--- src/sfq_params.svh ---
// Purpose: constants of the serial flash command front end
// Assumes: included by bare name wherever they are needed
// Notes: opcodes, field positions, phase lengths, reset values
`ifndef SFQ_PARAMS_SVH
`define SFQ_PARAMS_SVH
// ****************************************
// Opcodes
// ****************************************
`define SFQ_OP_WR_EN 8'h06
`define SFQ_OP_WR_DIS 8'h04
`define SFQ_OP_VOL_EN 8'h50
`define SFQ_OP_RD_ST1 8'h05
`define SFQ_OP_RD_ST2 8'h35
`define SFQ_OP_WR_ST 8'h01
`define SFQ_OP_PROG 8'h02
`define SFQ_OP_QPROG 8'h32
`define SFQ_OP_SPROG 8'h42
`define SFQ_OP_SERASE 8'h44
`define SFQ_OP_SREAD 8'h48
`define SFQ_OP_ER4K 8'h20
`define SFQ_OP_ER32K 8'h52
`define SFQ_OP_ER64K 8'hd8
`define SFQ_OP_ERCHIP 8'hc7
`define SFQ_OP_ERCHIP2 8'h60
`define SFQ_OP_READ 8'h03
`define SFQ_OP_FREAD 8'h0b
`define SFQ_OP_DREAD 8'h3b
`define SFQ_OP_DIO 8'hbb
`define SFQ_OP_DID 8'h92
`define SFQ_OP_QREAD 8'h6b
`define SFQ_OP_QIO 8'heb
`define SFQ_OP_QID 8'h94
`define SFQ_OP_WRAP 8'h77
// ****************************************
// Phase lengths, fields, reset values
// ****************************************
`define SFQ_HDR_SHORT 6'h18
`define SFQ_HDR_LONG 6'h20
`define SFQ_DUMMY_FAST 6'h08
`define SFQ_DUMMY_QIO 6'h04
`define SFQ_WRAP_SLOT 6'h18
`define SFQ_WEL_POS 1
`define SFQ_QE_POS 1
`define SFQ_SEC_HI 8'h00
`define SFQ_SEC_R1 8'h10
`define SFQ_SEC_R2 8'h20
`define SFQ_SEC_R3 8'h30
`define SFQ_MIN_PROG 10'h005
`define SFQ_ERASE_LEN 10'h004
`define SFQ_WEL_RST 1'b0
`endif

--- src/sfq_pkg.sv ---
// Purpose: types shared by the flash front end modules
// Assumes: nothing
// Notes: lane codes are log2 of the lane count
`default_nettype none
package sfq_pkg;
	typedef enum logic [6:0] {
		ST_OPC = 7'h01, ST_HDR = 7'h02, ST_DUMMY = 7'h04, ST_DIN = 7'h08,
		ST_DOUT = 7'h10, ST_WRAP = 7'h20, ST_SKIP = 7'h40
	} sfq_state_t;
	typedef enum logic [1:0] {
		SRC_ST1 = 2'h0, SRC_ST2 = 2'h1, SRC_ID = 2'h2, SRC_MEM = 2'h3
	} sfq_src_t;
	typedef logic [1:0] sfq_lanes_t;
endpackage
`default_nettype wire

--- src/sfq_lane_if.sv ---
// Purpose: carrier between pin sampler, output shifter and core
// Assumes: all signals on the one system clock
// Notes: events are one-cycle pulses
`timescale 1ns/1ps
`default_nettype none
interface sfq_lane_if;
	// Sampled pin side
	logic sel;
	logic cs_rise;
	logic sck_rise;
	logic sck_fall;
	logic [3:0] io_s;
	// Output shifter side
	logic out_en;
	sfq_pkg::sfq_lanes_t out_lanes;
	logic [7:0] out_byte;
	logic took;
	logic [3:0] io_out;
	logic [3:0] io_oe_n;
	modport sync (output sel, cs_rise, sck_rise, sck_fall, io_s);
	modport shift (input sck_fall, out_en, out_lanes, out_byte,
		output took, io_out, io_oe_n);
	modport core (input sel, cs_rise, sck_rise, sck_fall, io_s, took, io_out,
		io_oe_n, output out_en, out_lanes, out_byte);
endinterface
`default_nettype wire

--- src/sfq_front_end.sv ---
// Purpose: command front end of a multi-lane serial flash
// Assumes: host uses clock mode 0, clock far slower than clk
// Notes: array, program and erase engines sit outside this block
`timescale 1ns/1ps
`include "sfq_params.svh"
`default_nettype none
// How it works
// - All bytes travel most significant bit first on any lane count.
// - 3Bh dual output read, BBh dual IO read, 92h dual IO identification.
// - 32h quad program, 6Bh quad output read, EBh quad IO read, 94h quad ID.
// - Dual address entry: IO1 odd bits, IO0 even bits, highest pair first.
// - Dual output: bits 7,5,3,1 on IO1, bits 6,4,2,0 on IO0.
// - Quad address entry: IO3 carries bits 23,19,...; others one bit lower.
// - Quad data: IO3..IO0 carry bits 7..4 then 3..0.
// - Quad IO read waits four dummy clocks before data.
// - 77h plus four quad bytes; wrap bits ride IO2..IO0 in one slot.
// - Status and ID reads repeat until select rises.
// - Program takes one data byte or more; index wraps within the page.
// - Security registers at middle byte 10h, 20h, 30h, upper byte 00h.
// - Lone 06h byte sets the write enable latch.
// - Program and erase need the latch set; status write needs it or 50h arming.
// - 50h arms one volatile status write, latch left as it was.
// - Lone 04h clears the latch and the volatile arming.
// - Latch clears at reset and when a write cycle completes.
// - 05h and 35h shift out status bytes on falling edges.
// - Opcodes sampled on rising edges; status read allowed while busy.
// - Writes ending off a byte boundary are ignored.
// - Quad output read only with the quad enable bit set.
module sfq_front_end #(
	parameter logic [7:0] MFR_ID = 8'h5a, // Arbitrary value
	parameter logic [7:0] DEV_ID = 8'h21 // Arbitrary value
) (
	// Clock and reset
	input wire logic clk,
	input wire logic srst,
	// Flash pins
	input wire logic cs_n_pin,
	input wire logic sck_pin,
	input wire logic [3:0] io_in,
	output logic [3:0] io_out,
	output logic [3:0] io_oe_n,
	// Core status
	input wire logic busy,
	input wire logic [7:0] status1_in,
	input wire logic [7:0] status2_in,
	input wire logic op_complete,
	// Array read
	input wire logic [7:0] rd_data,
	output logic [23:0] mem_addr,
	// Program data stream
	output logic pgm_valid,
	output logic [7:0] pgm_byte,
	output logic [7:0] pgm_index,
	// Accepted commands
	output logic exec_pulse,
	output logic [7:0] exec_op,
	output logic [23:0] exec_addr,
	output logic [9:0] exec_nbytes,
	output logic exec_volatile,
	output logic [1:0] exec_sec_reg,
	// Latches
	output logic write_enable_latch,
	output logic volatile_sr_armed,
	output logic [2:0] wrap_length_bits
);
	// ****************************************
	// Declarations
	// ****************************************
	sfq_lane_if lk();
	sfq_pkg::sfq_state_t st, aft, d_st, d_aft;
	sfq_pkg::sfq_src_t src, d_src;
	sfq_pkg::sfq_lanes_t ln, oln, d_ln, d_oln;
	logic [7:0] op;
	logic op_ok, d_ok, id_pick, qe, bnd;
	logic [31:0] sh, nsh;
	logic [5:0] cnt, ncnt, hb, dum, d_hb, d_dum, step;
	logic [2:0] bitc, wcap;
	logic [3:0] nbc;
	logic [9:0] nbyte;
	logic [7:0] pidx;
	logic [23:0] hdr_addr;
	logic is_prog, is_erase, is_chip;
	logic do_wren, do_wrdi, do_vsr, do_exec;

	function automatic logic [5:0] lane_w(input logic [1:0] c);
		lane_w = 6'h01 << c;
	endfunction

	// Lanes shifted in, earliest bit ends up highest
	function automatic logic [31:0] shift_in(input logic [31:0] s,
		input logic [1:0] c, input logic [3:0] d);
		case (c)
			2'h0: shift_in = {s[30:0], d[0]};
			2'h1: shift_in = {s[29:0], d[1:0]}; // IO1 holds odd bit
			default: shift_in = {s[27:0], d}; // IO3 highest
		endcase
	endfunction

	function automatic logic [1:0] sec_sel(input logic [23:0] a);
		sec_sel = 2'h0;
		if (a[23:16] == `SFQ_SEC_HI) begin
			case (a[15:8])
				`SFQ_SEC_R1: sec_sel = 2'h1;
				`SFQ_SEC_R2: sec_sel = 2'h2;
				`SFQ_SEC_R3: sec_sel = 2'h3;
				default: sec_sel = 2'h0;
			endcase
		end
	endfunction

	// ****************************************
	// Pin sampling and output lanes
	// ****************************************
	sfq_pin_sync u_sync (
		.clk(clk),
		.srst(srst),
		.cs_n_pin(cs_n_pin),
		.sck_pin(sck_pin),
		.io_in(io_in),
		.lk(lk.sync)
	);

	sfq_out_shift u_out (
		.clk(clk),
		.srst(srst),
		.lk(lk.shift)
	);

	assign io_out = lk.io_out;
	assign io_oe_n = lk.io_oe_n;
	assign lk.out_en = (st == sfq_pkg::ST_DOUT) & lk.sel;
	assign lk.out_lanes = oln;
	assign qe = status2_in[`SFQ_QE_POS];

	// Byte offered to the shifter
	always_comb begin
		lk.out_byte = rd_data;
		case (src)
			sfq_pkg::SRC_ST1: begin
				lk.out_byte = status1_in; // Live value, repeats
				lk.out_byte[`SFQ_WEL_POS] = write_enable_latch;
			end
			sfq_pkg::SRC_ST2: lk.out_byte = status2_in;
			sfq_pkg::SRC_ID: lk.out_byte = id_pick ? DEV_ID : MFR_ID;
			default: lk.out_byte = rd_data;
		endcase
	end

	// ****************************************
	// Input shifting and opcode decode
	// ****************************************
	assign step = lane_w(ln);
	assign nsh = shift_in(sh, ln, lk.io_s);
	assign ncnt = cnt + step;
	assign nbc = {1'b0, bitc} + step[3:0];
	// Mode byte is dropped, host keeps it all ones
	assign hdr_addr = (hb == `SFQ_HDR_LONG) ? nsh[31:8] : nsh[23:0];

	// Opcode byte to phase plan; busy lets only status reads in
	always_comb begin
		d_st = sfq_pkg::ST_HDR;
		d_aft = sfq_pkg::ST_SKIP;
		d_ln = 2'h0;
		d_oln = 2'h0;
		d_hb = `SFQ_HDR_SHORT;
		d_dum = 6'h00;
		d_src = sfq_pkg::SRC_MEM;
		d_ok = ~busy;
		case (nsh[7:0])
			`SFQ_OP_RD_ST1, `SFQ_OP_RD_ST2: begin
				d_st = sfq_pkg::ST_DOUT;
				d_ok = 1'b1; // Busy polling
				d_src = (nsh[7:0] == `SFQ_OP_RD_ST1) ? sfq_pkg::SRC_ST1 : sfq_pkg::SRC_ST2;
			end
			`SFQ_OP_READ: d_aft = sfq_pkg::ST_DOUT;
			`SFQ_OP_FREAD, `SFQ_OP_SREAD, `SFQ_OP_DREAD, `SFQ_OP_QREAD: begin
				d_aft = sfq_pkg::ST_DUMMY;
				d_dum = `SFQ_DUMMY_FAST;
				if (nsh[7:0] == `SFQ_OP_DREAD)
					d_oln = 2'h1;
				if (nsh[7:0] == `SFQ_OP_QREAD) begin
					d_oln = 2'h2;
					d_ok = ~busy & qe;
				end
			end
			`SFQ_OP_DIO, `SFQ_OP_DID: begin
				d_ln = 2'h1;
				d_oln = 2'h1;
				d_hb = `SFQ_HDR_LONG;
				d_aft = sfq_pkg::ST_DOUT;
				if (nsh[7:0] == `SFQ_OP_DID)
					d_src = sfq_pkg::SRC_ID;
			end
			`SFQ_OP_QIO, `SFQ_OP_QID: begin
				d_ln = 2'h2;
				d_oln = 2'h2;
				d_hb = `SFQ_HDR_LONG;
				d_aft = sfq_pkg::ST_DUMMY;
				d_dum = `SFQ_DUMMY_QIO;
				if (nsh[7:0] == `SFQ_OP_QID)
					d_src = sfq_pkg::SRC_ID;
				else
					d_ok = ~busy & qe;
			end
			`SFQ_OP_WRAP: begin
				d_st = sfq_pkg::ST_WRAP;
				d_ln = 2'h2;
			end
			`SFQ_OP_PROG, `SFQ_OP_SPROG: d_aft = sfq_pkg::ST_DIN;
			`SFQ_OP_QPROG: begin
				d_aft = sfq_pkg::ST_DIN;
				d_oln = 2'h2;
			end
			`SFQ_OP_ER4K, `SFQ_OP_ER32K, `SFQ_OP_ER64K, `SFQ_OP_SERASE: ;
			default: d_st = sfq_pkg::ST_SKIP;
		endcase
		if (!d_ok)
			d_st = sfq_pkg::ST_SKIP;
	end

	// ****************************************
	// Phase state machine
	// ****************************************
	// Select rising restarts the phase, lanes, counters and shift register
	always_ff @(posedge clk) begin
		if (srst || lk.cs_rise) begin
			st <= sfq_pkg::ST_OPC;
			ln <= 2'h0;
			cnt <= 6'h00;
			bitc <= 3'h0;
			nbyte <= 10'h000;
			sh <= 32'h0;
		end else if (lk.sck_rise) begin
			sh <= nsh; // Sampled on rising edges
			bitc <= nbc[2:0];
			if (nbc[3] && nbyte != 10'h3ff)
				nbyte <= nbyte + 10'h001;
			case (st)
				sfq_pkg::ST_OPC: begin
					if (nbc[3]) begin
						st <= d_st;
						ln <= d_ln;
					end
				end
				sfq_pkg::ST_HDR: begin
					if (ncnt == hb) begin
						st <= aft;
						ln <= oln;
						cnt <= 6'h00;
					end else begin
						cnt <= ncnt;
					end
				end
				sfq_pkg::ST_DUMMY: begin
					if (cnt + 6'h01 == dum)
						st <= sfq_pkg::ST_DOUT; // Dummy clocks done
					else
						cnt <= cnt + 6'h01;
				end
				sfq_pkg::ST_WRAP: begin
					cnt <= ncnt;
					if (ncnt == `SFQ_HDR_LONG)
						st <= sfq_pkg::ST_SKIP;
				end
				default: ;
			endcase
		end
	end

	// Opcode plan held for the rest of the selection
	always_ff @(posedge clk) begin
		if (srst) begin
			op <= 8'h00;
			op_ok <= 1'b0;
			aft <= sfq_pkg::ST_SKIP;
			oln <= 2'h0;
			hb <= `SFQ_HDR_SHORT;
			dum <= 6'h00;
			src <= sfq_pkg::SRC_MEM;
		end else if (lk.sck_rise && st == sfq_pkg::ST_OPC && nbc[3]) begin
			op <= nsh[7:0];
			op_ok <= d_ok;
			aft <= d_aft;
			oln <= d_oln;
			hb <= d_hb;
			dum <= d_dum;
			src <= d_src;
		end
	end

	// ****************************************
	// Address, program stream, wrap setting
	// ****************************************
	always_ff @(posedge clk) begin
		if (srst) begin
			mem_addr <= 24'h0;
			id_pick <= 1'b0;
		end else if (lk.sck_rise && st == sfq_pkg::ST_HDR && ncnt == hb) begin
			mem_addr <= hdr_addr;
		end else if (lk.cs_rise) begin
			id_pick <= 1'b0;
		end else if (lk.took) begin
			if (src == sfq_pkg::SRC_MEM)
				mem_addr <= mem_addr + 24'h1;
			id_pick <= ~id_pick;
		end
	end

	// Page index wraps, later bytes overwrite earlier
	always_ff @(posedge clk) begin
		if (srst) begin
			pidx <= 8'h00;
			pgm_valid <= 1'b0;
			pgm_byte <= 8'h00;
			pgm_index <= 8'h00;
		end else begin
			pgm_valid <= 1'b0;
			if (lk.sck_rise && st == sfq_pkg::ST_HDR && ncnt == hb) begin
				pidx <= hdr_addr[7:0];
			end else if (lk.sck_rise && st == sfq_pkg::ST_DIN && nbc[3]) begin
				pgm_valid <= 1'b1;
				pgm_byte <= nsh[7:0];
				pgm_index <= pidx;
				pidx <= pidx + 8'h01;
			end
		end
	end

	// Wrap nibble sits in one slot of the four quad bytes
	always_ff @(posedge clk) begin
		if (srst) begin
			wcap <= 3'h0;
			wrap_length_bits <= 3'h0;
		end else if (lk.sck_rise && st == sfq_pkg::ST_WRAP) begin
			if (cnt == `SFQ_WRAP_SLOT)
				wcap <= lk.io_s[2:0];
			if (ncnt == `SFQ_HDR_LONG && op_ok)
				wrap_length_bits <= wcap;
		end
	end

	// ****************************************
	// Command acceptance at select rising
	// ****************************************
	assign bnd = (bitc == 3'h0); // Whole bytes only
	assign is_prog = op == `SFQ_OP_PROG || op == `SFQ_OP_QPROG || op == `SFQ_OP_SPROG;
	assign is_erase = op == `SFQ_OP_ER4K || op == `SFQ_OP_ER32K || op == `SFQ_OP_ER64K
		|| op == `SFQ_OP_SERASE;
	assign is_chip = op == `SFQ_OP_ERCHIP || op == `SFQ_OP_ERCHIP2;
	assign do_wren = lk.cs_rise & op_ok & bnd & nbyte == 10'h001 & op == `SFQ_OP_WR_EN;
	assign do_wrdi = lk.cs_rise & op_ok & bnd & nbyte == 10'h001 & op == `SFQ_OP_WR_DIS;
	assign do_vsr = lk.cs_rise & op_ok & bnd & nbyte == 10'h001 & op == `SFQ_OP_VOL_EN;
	// Latch gates every write kind but an armed volatile status write
	assign do_exec = lk.cs_rise & op_ok & bnd & (
		(is_prog & nbyte >= `SFQ_MIN_PROG & write_enable_latch) |
		(is_erase & nbyte == `SFQ_ERASE_LEN & write_enable_latch) |
		(is_chip & nbyte == 10'h001 & write_enable_latch) |
		(op == `SFQ_OP_WR_ST & (nbyte == 10'h002 | nbyte == 10'h003) &
		(write_enable_latch | volatile_sr_armed)));

	// Set wins over any clear in the same cycle
	always_ff @(posedge clk) begin
		if (srst) begin
			write_enable_latch <= `SFQ_WEL_RST;
			volatile_sr_armed <= 1'b0;
		end else begin
			if (do_wren)
				write_enable_latch <= 1'b1;
			else if (do_wrdi || op_complete)
				write_enable_latch <= 1'b0;
			if (do_vsr)
				volatile_sr_armed <= 1'b1; // Latch untouched
			else if (do_wrdi || (do_exec && op == `SFQ_OP_WR_ST))
				volatile_sr_armed <= 1'b0;
		end
	end

	// Accepted command handed to the core
	always_ff @(posedge clk) begin
		if (srst) begin
			exec_pulse <= 1'b0;
			exec_op <= 8'h00;
			exec_addr <= 24'h0;
			exec_nbytes <= 10'h000;
			exec_volatile <= 1'b0;
			exec_sec_reg <= 2'h0;
		end else begin
			exec_pulse <= do_exec;
			if (do_exec) begin
				exec_op <= op;
				exec_addr <= (op == `SFQ_OP_WR_ST) ? {8'h00, sh[15:0]} : mem_addr;
				exec_nbytes <= nbyte;
				exec_volatile <= (op == `SFQ_OP_WR_ST) & ~write_enable_latch;
				exec_sec_reg <= (op == `SFQ_OP_SPROG || op == `SFQ_OP_SERASE) ?
					sec_sel(mem_addr) : 2'h0;
			end
		end
	end

	// ****************************************
	// Checks
	// ****************************************
	property p_wren_sets;
		@(posedge clk) disable iff (srst) do_wren |=> write_enable_latch;
	endproperty
	a_wren_sets: assert property (p_wren_sets) else $error("latch not set");

	property p_wrdi_clears;
		@(posedge clk) disable iff (srst)
		do_wrdi |=> !write_enable_latch && !volatile_sr_armed;
	endproperty
	a_wrdi_clears: assert property (p_wrdi_clears) else $error("not cleared");

	property p_vol_keeps;
		@(posedge clk) disable iff (srst) do_vsr && !op_complete
		|=> volatile_sr_armed && write_enable_latch == $past(write_enable_latch);
	endproperty
	a_vol_keeps: assert property (p_vol_keeps) else $error("volatile arm bad");

	property p_auto_clear;
		@(posedge clk) disable iff (srst) op_complete && !do_wren |=> !write_enable_latch;
	endproperty
	a_auto_clear: assert property (p_auto_clear) else $error("latch kept");

	property p_guarded;
		@(posedge clk) disable iff (srst) exec_pulse && exec_op != `SFQ_OP_WR_ST
		|-> $past(write_enable_latch);
	endproperty
	a_guarded: assert property (p_guarded) else $error("write without latch");

	property p_boundary;
		@(posedge clk) disable iff (srst) exec_pulse |-> $past(bitc) == 3'h0;
	endproperty
	a_boundary: assert property (p_boundary) else $error("partial byte run");

	property p_fresh;
		@(posedge clk) disable iff (srst)
		lk.cs_rise |=> st == sfq_pkg::ST_OPC && nbyte == 10'h000 && bitc == 3'h0;
	endproperty
	a_fresh: assert property (p_fresh) else $error("no restart");

	property p_quiet;
		@(posedge clk) disable iff (srst) !lk.sel |-> io_oe_n == 4'hf;
	endproperty
	a_quiet: assert property (p_quiet) else $error("lane driven");

	property p_qe_gate;
		@(posedge clk) disable iff (srst) lk.sck_rise && !lk.cs_rise && !qe &&
		st == sfq_pkg::ST_OPC && nbc[3] && nsh[7:0] == `SFQ_OP_QREAD
		|=> st == sfq_pkg::ST_SKIP;
	endproperty
	a_qe_gate: assert property (p_qe_gate) else $error("quad read taken");
endmodule
`default_nettype wire

--- src/sfq_out_shift.sv ---
// Purpose: drives output bytes onto one, two or four lanes
// Assumes: next byte is stable before each falling clock edge
// Notes: lanes float until the first falling edge of an output phase
`timescale 1ns/1ps
`default_nettype none
module sfq_out_shift (
	// Clock and reset
	input wire logic clk,
	input wire logic srst,
	// Core side
	sfq_lane_if.shift lk
);
	logic [7:0] sh;
	logic [3:0] left;
	logic drv;
	logic [3:0] step;

	// Top bits of a byte placed on the lanes, most significant first
	function automatic logic [3:0] chunk(input logic [7:0] b, input logic [1:0] c);
		case (c)
			2'h0: chunk = {2'h0, b[7], 1'b0}; // Single lane is IO1
			2'h1: chunk = {2'h0, b[7:6]}; // Odd bit on IO1
			default: chunk = b[7:4]; // High nibble first
		endcase
	endfunction

	function automatic logic [3:0] lane_mask(input logic [1:0] c);
		case (c)
			2'h0: lane_mask = 4'h2;
			2'h1: lane_mask = 4'h3;
			default: lane_mask = 4'hf;
		endcase
	endfunction

	assign step = 4'h1 << lk.out_lanes;
	// Byte is taken on the falling edge that finds the shifter empty
	assign lk.took = lk.out_en & lk.sck_fall & (left == 4'h0);
	// Drive only inside an output phase
	assign lk.io_oe_n = ~(lane_mask(lk.out_lanes) & {4{drv & lk.out_en}});

	// Change outputs on falling clock edges
	always_ff @(posedge clk) begin
		if (srst || !lk.out_en) begin
			left <= 4'h0;
			drv <= 1'b0;
			sh <= 8'h00;
			lk.io_out <= 4'h0;
		end else if (lk.sck_fall) begin
			drv <= 1'b1;
			if (left == 4'h0) begin
				lk.io_out <= chunk(lk.out_byte, lk.out_lanes);
				sh <= lk.out_byte << step;
				left <= 4'h8 - step;
			end else begin
				lk.io_out <= chunk(sh, lk.out_lanes);
				sh <= sh << step;
				left <= left - step;
			end
		end
	end
endmodule
`default_nettype wire

--- src/sfq_pin_sync.sv ---
// Purpose: two-stage sampling of select, clock and lanes, edge events
// Assumes: serial clock far slower than the system clock
// Notes: lanes and clock share one latency, so setup is kept
`timescale 1ns/1ps
`default_nettype none
module sfq_pin_sync (
	// Clock and reset
	input wire logic clk,
	input wire logic srst,
	// Raw pins
	input wire logic cs_n_pin,
	input wire logic sck_pin,
	input wire logic [3:0] io_in,
	// Sampled events
	sfq_lane_if.sync lk
);
	logic [5:0] meta;
	logic [5:0] stab;
	logic prev_cs_n;
	logic prev_sck;

	// Synchroniser; only the second stage is looked at
	always_ff @(posedge clk) begin
		if (srst) begin
			meta <= 6'h20;
			stab <= 6'h20;
			prev_cs_n <= 1'b1;
			prev_sck <= 1'b0;
		end else begin
			meta <= {cs_n_pin, sck_pin, io_in};
			stab <= meta;
			prev_cs_n <= stab[5];
			prev_sck <= stab[4];
		end
	end

	// Edge events, clock edges only count while selected
	assign lk.sel = ~stab[5];
	assign lk.cs_rise = stab[5] & ~prev_cs_n;
	assign lk.sck_rise = stab[4] & ~prev_sck & ~stab[5];
	assign lk.sck_fall = ~stab[4] & prev_sck & ~stab[5];
	assign lk.io_s = stab[3:0];
endmodule
`default_nettype wire

--- config.mk ---
export PLATFORM = sky130hd
export DESIGN_NAME = sfq_front_end
export DESIGN_NICKNAME = d
export VERILOG_FILES = /design/src/sfq_pkg.sv /design/src/sfq_lane_if.sv /design/src/sfq_front_end.sv /design/src/sfq_out_shift.sv /design/src/sfq_pin_sync.sv
export VERILOG_INCLUDE_DIRS = /design/src
export SDC_FILE = /design/constraint.sdc
export NUM_CORES = 1
export LEC_CHECK = 0
export BUFFER_PORTS_ARGS = -buffer_cell sky130_fd_sc_hd__buf_2
export CORE_ASPECT_RATIO = 0.6
export CORE_UTILIZATION = 50
export DETAILED_ROUTE_END_ITERATION = 6
export PLACE_DENSITY = 0.72
export SYNTH_ARGS = -nofsm -noshare
export SYNTH_HDL_FRONTEND = slang
export SYNTH_SLANG_ARGS = --single-unit
--- constraint.sdc ---
create_clock -name clk -period 5.7 [get_ports clk]
set_clock_uncertainty 0.05 [all_clocks]
set_input_delay 1.14 -clock clk [delete_from_list [all_inputs] [get_ports clk]]
set_output_delay 1.14 -clock clk [all_outputs]
set_load 0.005 [all_outputs]
# == After elaboration in Yosys (flattened, before gate mapping) ==
# Index checks and enable logic that the tools add are counted.
# classes
addsub,8
shifts,4
eq_ne,62
magnitude_cmp,1
div_mod_pow,0
bitwise_logic,41
muxes,54
n_mul,0
n_reduce_logical,58
# op_table
operator,count
24-bit 2-to-1 mux,6
"8-bit by 7-bit == test with 1-bit output, second input constant",11
"8-bit by 6-bit == test with 1-bit output, second input constant",8
32-bit one-hot mux with 2 select lines,1
"8-bit == test, second input constant",7
7-bit 2-to-1 mux,6
7-bit one-hot mux with 3 select lines,2
4-bit one-hot mux with 2 select lines,4
7-bit one-hot mux with 4 select lines,1
1-bit AND,26
"24-bit by 1-bit adder with 24-bit output, second input constant",1
"8-bit by 2-bit == test with 1-bit output, second input constant",3
"8-bit by 3-bit == test with 1-bit output, second input constant",3
8-bit 2-to-1 mux,3
8-bit one-hot mux with 3 select lines,1
"10-bit by 2-bit == test with 1-bit output, second input constant",2
6-bit 2-to-1 mux,3
2-bit one-hot mux with 3 select lines,3
6-bit one-hot mux with 3 select lines,1
16-bit OR reduction,1
8-bit by 4-bit << shifter with 8-bit output,2
2-bit nonzero test,7
1-bit 2-to-1 mux,13
6-bit == test,2
other kinds (53),111
# word_totals
romBits,0
mem_bits_rw,0
input_bits,34
word_cells,265
latchBits,0
out_inout_bits,100
mem_count,0
ff_bits,226

# == Logic depth before layout (Yosys ltp) ==
# logic_depth
depth_word,14
ltp_mapped,15
mapped_depth_nobuf,11

# == Cells and area by module ==
# A second synthesis with hierarchy kept.
# unflattened
hier_cells,1396
area_unflattened_um2,11735.0
# modules_own_cells
module,area_each_um2,instances,seq_area_each_um2,cells_per_inst
sfq_front_end,10008.3,1,3683.5,1213
sfq_out_shift,1288.7,1,340.3,146
sfq_pin_sync,437.9,1,280.3,37

# == Least setup slack after synthesis ==
# No wires, ideal clock.
# synth_timing
path_type,register to register
start,register ln[1]
end,register mem_addr[11]
slack_ns,1.600
required_time_ns,5.522
setup_ns,0.128
n_path_buf,5
stages_incl_launch_ff,16
synth_period_minus_slack_ns,4.100
arrival_ns,3.922
path_cell_list,dfxtp_1 -> clkbuf_1 -> clkbuf_1 -> buf_1 -> clkbuf_1 -> nor2b_1 -> ha_1 -> nor4bb_1 -> o311a_1 -> a2bb2o_1 -> o32a_1 -> nor4_2 -> buf_2 -> o211ai_1 -> o21ai_0 -> nor2_1
# synth_via
elab_chain_cells,6
word_cells_on_any_way,13
cone_classes,add/sub: 1; eq/ne: 3; shift: 1; mux: 3; reduce/logical: 5
# synth_lines
element,line_no,rtl
from (decl),sfq_front_end.sv:72,"sfq_pkg::sfq_lanes_t ln, oln, d_ln, d_oln;"
from (signal assigned),sfq_front_end.sv:242,ln <= d_ln;
from (signal assigned),sfq_front_end.sv:248,ln <= oln;
1-bit by 2-bit << shifter with 6-bit output,sfq_front_end.sv:86,lane_w = 6'h01 << c;
6-bit adder,sfq_front_end.sv:154,assign ncnt = cnt + step;
6-bit == test,sfq_front_end.sv:298,end else if (lk.sck_rise && st == sfq_pkg::ST_HDR && ncnt == hb) begin
1-bit logical AND,sfq_front_end.sv:298,
2-bit by 1-bit inequality test with 1-bit output (no source line) or 2-bit nonzero test (tied branches),-,
3-bit AND reduction (no source line),-,
to (signal assigned),sfq_front_end.sv:299,mem_addr <= hdr_addr;
to (signal assigned),sfq_front_end.sv:304,mem_addr <= mem_addr + 24'h1;
to (decl),sfq_front_end.sv:49,"output logic [23:0] mem_addr,"
# Parallel ways exist; a longest one is shown, timed or not.
# A chain may end at the register's enable or synchronous reset.

# == Worst setup path in the final report ==
# layout_timing
start,register ln[1]
end,register mem_addr[8]
# Same word-level chain as after synthesis.

==> results by stage <==
Run status:
- The flow ran to the end, and the final reports show no timing, DRC or antenna violations.

Clocking:
- The total of hold buffers inserted after clock tree synthesis is 0.
- TritonCTS built the clock tree.
- Clock tree synthesis found a total of about 220 sinks.
- In this run the number of H-tree levels came out at 1.
- The buffer levels on the longest clock path is 3.
- Clock tree synthesis inserted a total of 22 buffers.
- The number of setup buffers added after CTS is 0.
- The count of instances resized after the clock tree is built is 0.
- After clock tree synthesis, the clock-pin slew on the worst setup and hold paths is roughly 0.060 ns.
- The latest clock arrival within the worst-skew pair is slightly above 0.5 ns.
- CTS placed an instance of sky130_fd_sc_hd__clkbuf_16 at the clock tree root.

Critical path:
- The critical path contains buffers and inverters numbering 2 combined.
- The family of cells with the greatest summed delay on the critical path is simple AND/OR/NAND/NOR gates.
- The type of the worst setup path is register to register.
- The element type at the critical path end is a register.
- The critical path goes through buf_4, nor3_1, fa_1, and3_1, or3_1, a2bb2o_1, o32a_1, nor3_1, nand3_1, buf_4, a211oi_1, a211oi_1.
- In this run the worst path has a maximum fanout of between 40 and 50.
- The required time at the worst-slack endpoint is ~6 ns.
- The worst setup path is launched from a register.
- On the critical path, the stage with the largest delay is an instance of sky130_fd_sc_hd__dfxtp_2.
- STA puts the critical path data arrival time at 4.50 ns.
- Setup slack on the worst reg-to-reg path comes out at approximately 1.5 ns.
- The peak per-stage delay on the critical path is 0.72 ns.

Flow run:
- Across the run, the number of max-cap violations was 0.

Cells and area:
- The register name with the most flops is sh.
- In the final layout, the multi-input gates occupy around 6600 um^2.
- In the final layout, the share of cells above drive strength 1 is 15.7%.
- Relative to the synthesized area, the layout overhead comes to 13.2%.
- The register with the most flip-flops in the layout has 31 of them.
- The count of cells in the finished layout, fillers not included, comes to between 1500 and 2000.
- The final standard cell area without fillers is 12900 um^2.
- In the final layout, the registers with the most flip-flops are sh: 31 flops, exec_addr: 24 flops, mem_addr: 24 flops.
- The number of antenna diodes in the final layout is 0.
- The net count of the finished layout is 1562.
- The final-layout fill cell count is approximately 2100.
- The sequential cell area in the final layout is 4310 um^2.
- Cells fill approximately three fifths of the core in the end.

Logic synthesis:
- Of the post-synthesis cell area, the dominant cell type holds a little under two fifths.
- The synthesized instance count is approximately 1400.
- The most used flip-flop cell after synthesis is sky130_fd_sc_hd__dfxtp_1.
- Of all flip-flops after synthesis, the portion carrying an async set or reset was 0%.
- The most area-hungry cell type in the Yosys netlist is sky130_fd_sc_hd__dfxtp_1.
- The count of flip-flops with a built-in enable after synthesis is 0.
- In this run, distinct cell masters in the synthesized netlist total 80.
- Each instance of the synthesized netlist takes up on average 7.92 um^2.
- The synthesized netlist net count is about 1500.
- The number of synthesized register bits is ~220.
- For this run, the register share of the synthesized area comes to between 30% and 40%.
- The total of warnings raised by yosys is 0.
- In this run the cell area of the synthesized design comes to around 11000 um^2.
- Yosys attributes the largest share of cell area to sky130_fd_sc_hd__dfxtp_1 38%, sky130_fd_sc_hd__nand2_1 7.1%, sky130_fd_sc_hd__a21oi_1 6.7%, sky130_fd_sc_hd__nor2_1 6.2%, sky130_fd_sc_hd__mux2i_1 5.8%.

Drt:
- The mean routed wirelength per cell is roughly 18 um.
- In the routed layout, each cell is associated on average with a via count of 5.88.
- The iteration-0 DRC count of the detailed router is approximately 1000.
- The DRC violation count after routing is 0.
- Once detail routing completed, the nets flagged for antenna violations numbered 0.
- The total via count after detailed routing is ~11000.
- The number of search-and-repair iterations in the first detailed-routing pass is 5.
- Summed over all layers, the routed wires come to roughly 32000 um.

Timing:
- The final number of hold-violating endpoints is 0.
- Subtracting the final worst setup slack from the clock period gives 4.21 ns.
- Summed over all failing endpoints, the final setup total negative slack is 0 ns.
- The number of setup violations in the final report is 0.
- Setup repair after global routing left no endpoint under its margin.
- Setup slack closes at approximately 1.5 ns.
- The slew at the pin closest to its max-slew limit is around 1.1 ns.
- The worst path uses between 70% and 80% of the clock period.
- The tightest hold path in the finished design has a slack of 0.363 ns.
- Measured against its own limit, the worst slew margin works out to about a quarter.
- Derived from the worst setup path, the maximum achievable clock frequency is ~0.24 GHz.
- The final number of max-transition violations is 0.

Placed design:
- The post-placement worst setup slack is around 1.6 ns.
- Port buffering added ~130 buffers.
- The number of placed instances, taps included, is 1788.
- The placer congestion estimate is 0.894.
- The detailed-placement wirelength estimate is about 22000 um.
- The placed instances occupy a cell area of around 12000 um^2.

Floorplanning:
- The initial utilization of the core area, before any placement, comes to about half.
- The floorplan step defined a core boundary enclosing 22200 um^2.
- The die is slightly below 200 um wide.
- The placement row count is 42.
- around 130 I/O pins were placed.
- The height of the die is 119 um.
- The die covers between 20000 and 25000 um^2.

Pwr:
- The analysis attributes to cell leakage a power of between 4 and 5 nW.
- Dividing total power by cell area gives a power density of 234 nW/um^2.
- The total power after layout is roughly 3.0 mW.
- The peak ir drop on the vdd network is between 0.15 and 0.2 mV.

Global routing:
- The global-route total usage across every layer is roughly a quarter.
- Entering global routing, the biggest net connects 100 pins.
- The number of global-route vias before repair is around 9500.
- The first global-routing pass estimated ~50000 um of wire.
- The global-route congestion overflow total is 0.
- The number of antenna violations at the first check in global routing is 1.

Worst hold path:
- In this run the worst hold path is classified as register to register.
metal layers:
layer | wire (um) | global-route usage (%) | up-vias
met5 | 0 | 0 | -
met4 | 552 | 5.86 | 0
met2 | 13100 | 37.7 | 423
met1 | 16000 | 42.2 | 5085
li1 | - | - | 5182
met3 | 2480 | 3.57 | 48
path summary, 6_finish.rpt:
check	startpoint	to	depth (start not counted)
setup reg to reg	ln[1]	mem_addr[8]	12
hold / removal	u_sync.meta[5]	u_sync.stab[5]	1
setup / recovery	ln[1]	mem_addr[8]	12
hold reg to reg	u_sync.meta[5]	u_sync.stab[5]	1
report_power, final:
group	switching, mW	internal, mW	total (mW)
combinational	0.0422	0.0236	0.0659
clock	0.610	0.834	1.44
sequential	0.00522	1.51	1.51
total	0.658	2.36	3.02
layout make-up:
cell class,count,area share [%]
multi-input combinational,1088,51.1
sequential,215,33.4
timing repair buffer,150,6.19
clock buffer,31,5.01
tap,308,2.99
inverter,27,0.786
clock inverter,8,0.544
cell usage in the layout (no fill, tap or decap), types with 7 or more instances in the layout:
cell,Yosys,final
sky130_fd_sc_hd__nor2_1,189,189
sky130_fd_sc_hd__or2_2,11,11
sky130_fd_sc_hd__and3_1,10,10
sky130_fd_sc_hd__a311oi_1,20,20
sky130_fd_sc_hd__nand2b_1,9,8
sky130_fd_sc_hd__a21o_1,8,8
sky130_fd_sc_hd__nor3_1,33,33
sky130_fd_sc_hd__mux2_2,9,9
sky130_fd_sc_hd__nand2_1,214,214
sky130_fd_sc_hd__nand4_1,17,17
sky130_fd_sc_hd__o211ai_1,7,7
sky130_fd_sc_hd__o21ai_0,34,34
sky130_fd_sc_hd__a21oi_1,152,152
sky130_fd_sc_hd__mux4_2,7,7
sky130_fd_sc_hd__nor4_1,17,16
sky130_fd_sc_hd__or3_1,7,7
sky130_fd_sc_hd__inv_1,26,26
sky130_fd_sc_hd__ha_1,21,21
sky130_fd_sc_hd__xor2_1,24,24
sky130_fd_sc_hd__mux2i_1,66,66
sky130_fd_sc_hd__dfxtp_1,215,213
sky130_fd_sc_hd__buf_2,8,131
sky130_fd_sc_hd__nand3_1,42,42
sky130_fd_sc_hd__a211oi_1,29,29
sky130_fd_sc_hd__clkbuf_16,0,23
sky130_fd_sc_hd__buf_4,1,19
sky130_fd_sc_hd__nor2b_1,18,18
sky130_fd_sc_hd__nand3b_1,8,8
sky130_fd_sc_hd__xnor2_1,22,22
sky130_fd_sc_hd__a22oi_1,11,11
logic make-up (layout without fill, tap and decap cells):
group | count (synthesis) | after routing | share of synthesized area (%)
flip-flops | 215 | 215 | 37.8
multiplexers | 82 | 82 | 8.08
adder cells (fa/ha/maj) | 24 | 24 | 2.84
AO/OA/AOI/OAI | 311 | 311 | 16.9
AND/OR/NAND/NOR | 624 | 624 | 26.0
buffers and inverters | 135 | 216 | 4.57
XOR/XNOR | 47 | 47 | 3.74
cells in the mapped netlist, drive strengths merged, types with 17 or more instances:
cell type,number
buf,22
inv,27
xnor2,22
clkbuf,86
a311oi,20
a211oi,31
mux2i,66
o21ai,37
dfxtp,215
nor2b,18
xor2,24
nor2,190
ha,21
nor4,18
nor3,36
nand4,17
nand3,42
nand2,215
a21oi,152
(Power assumes the default switching activity.)
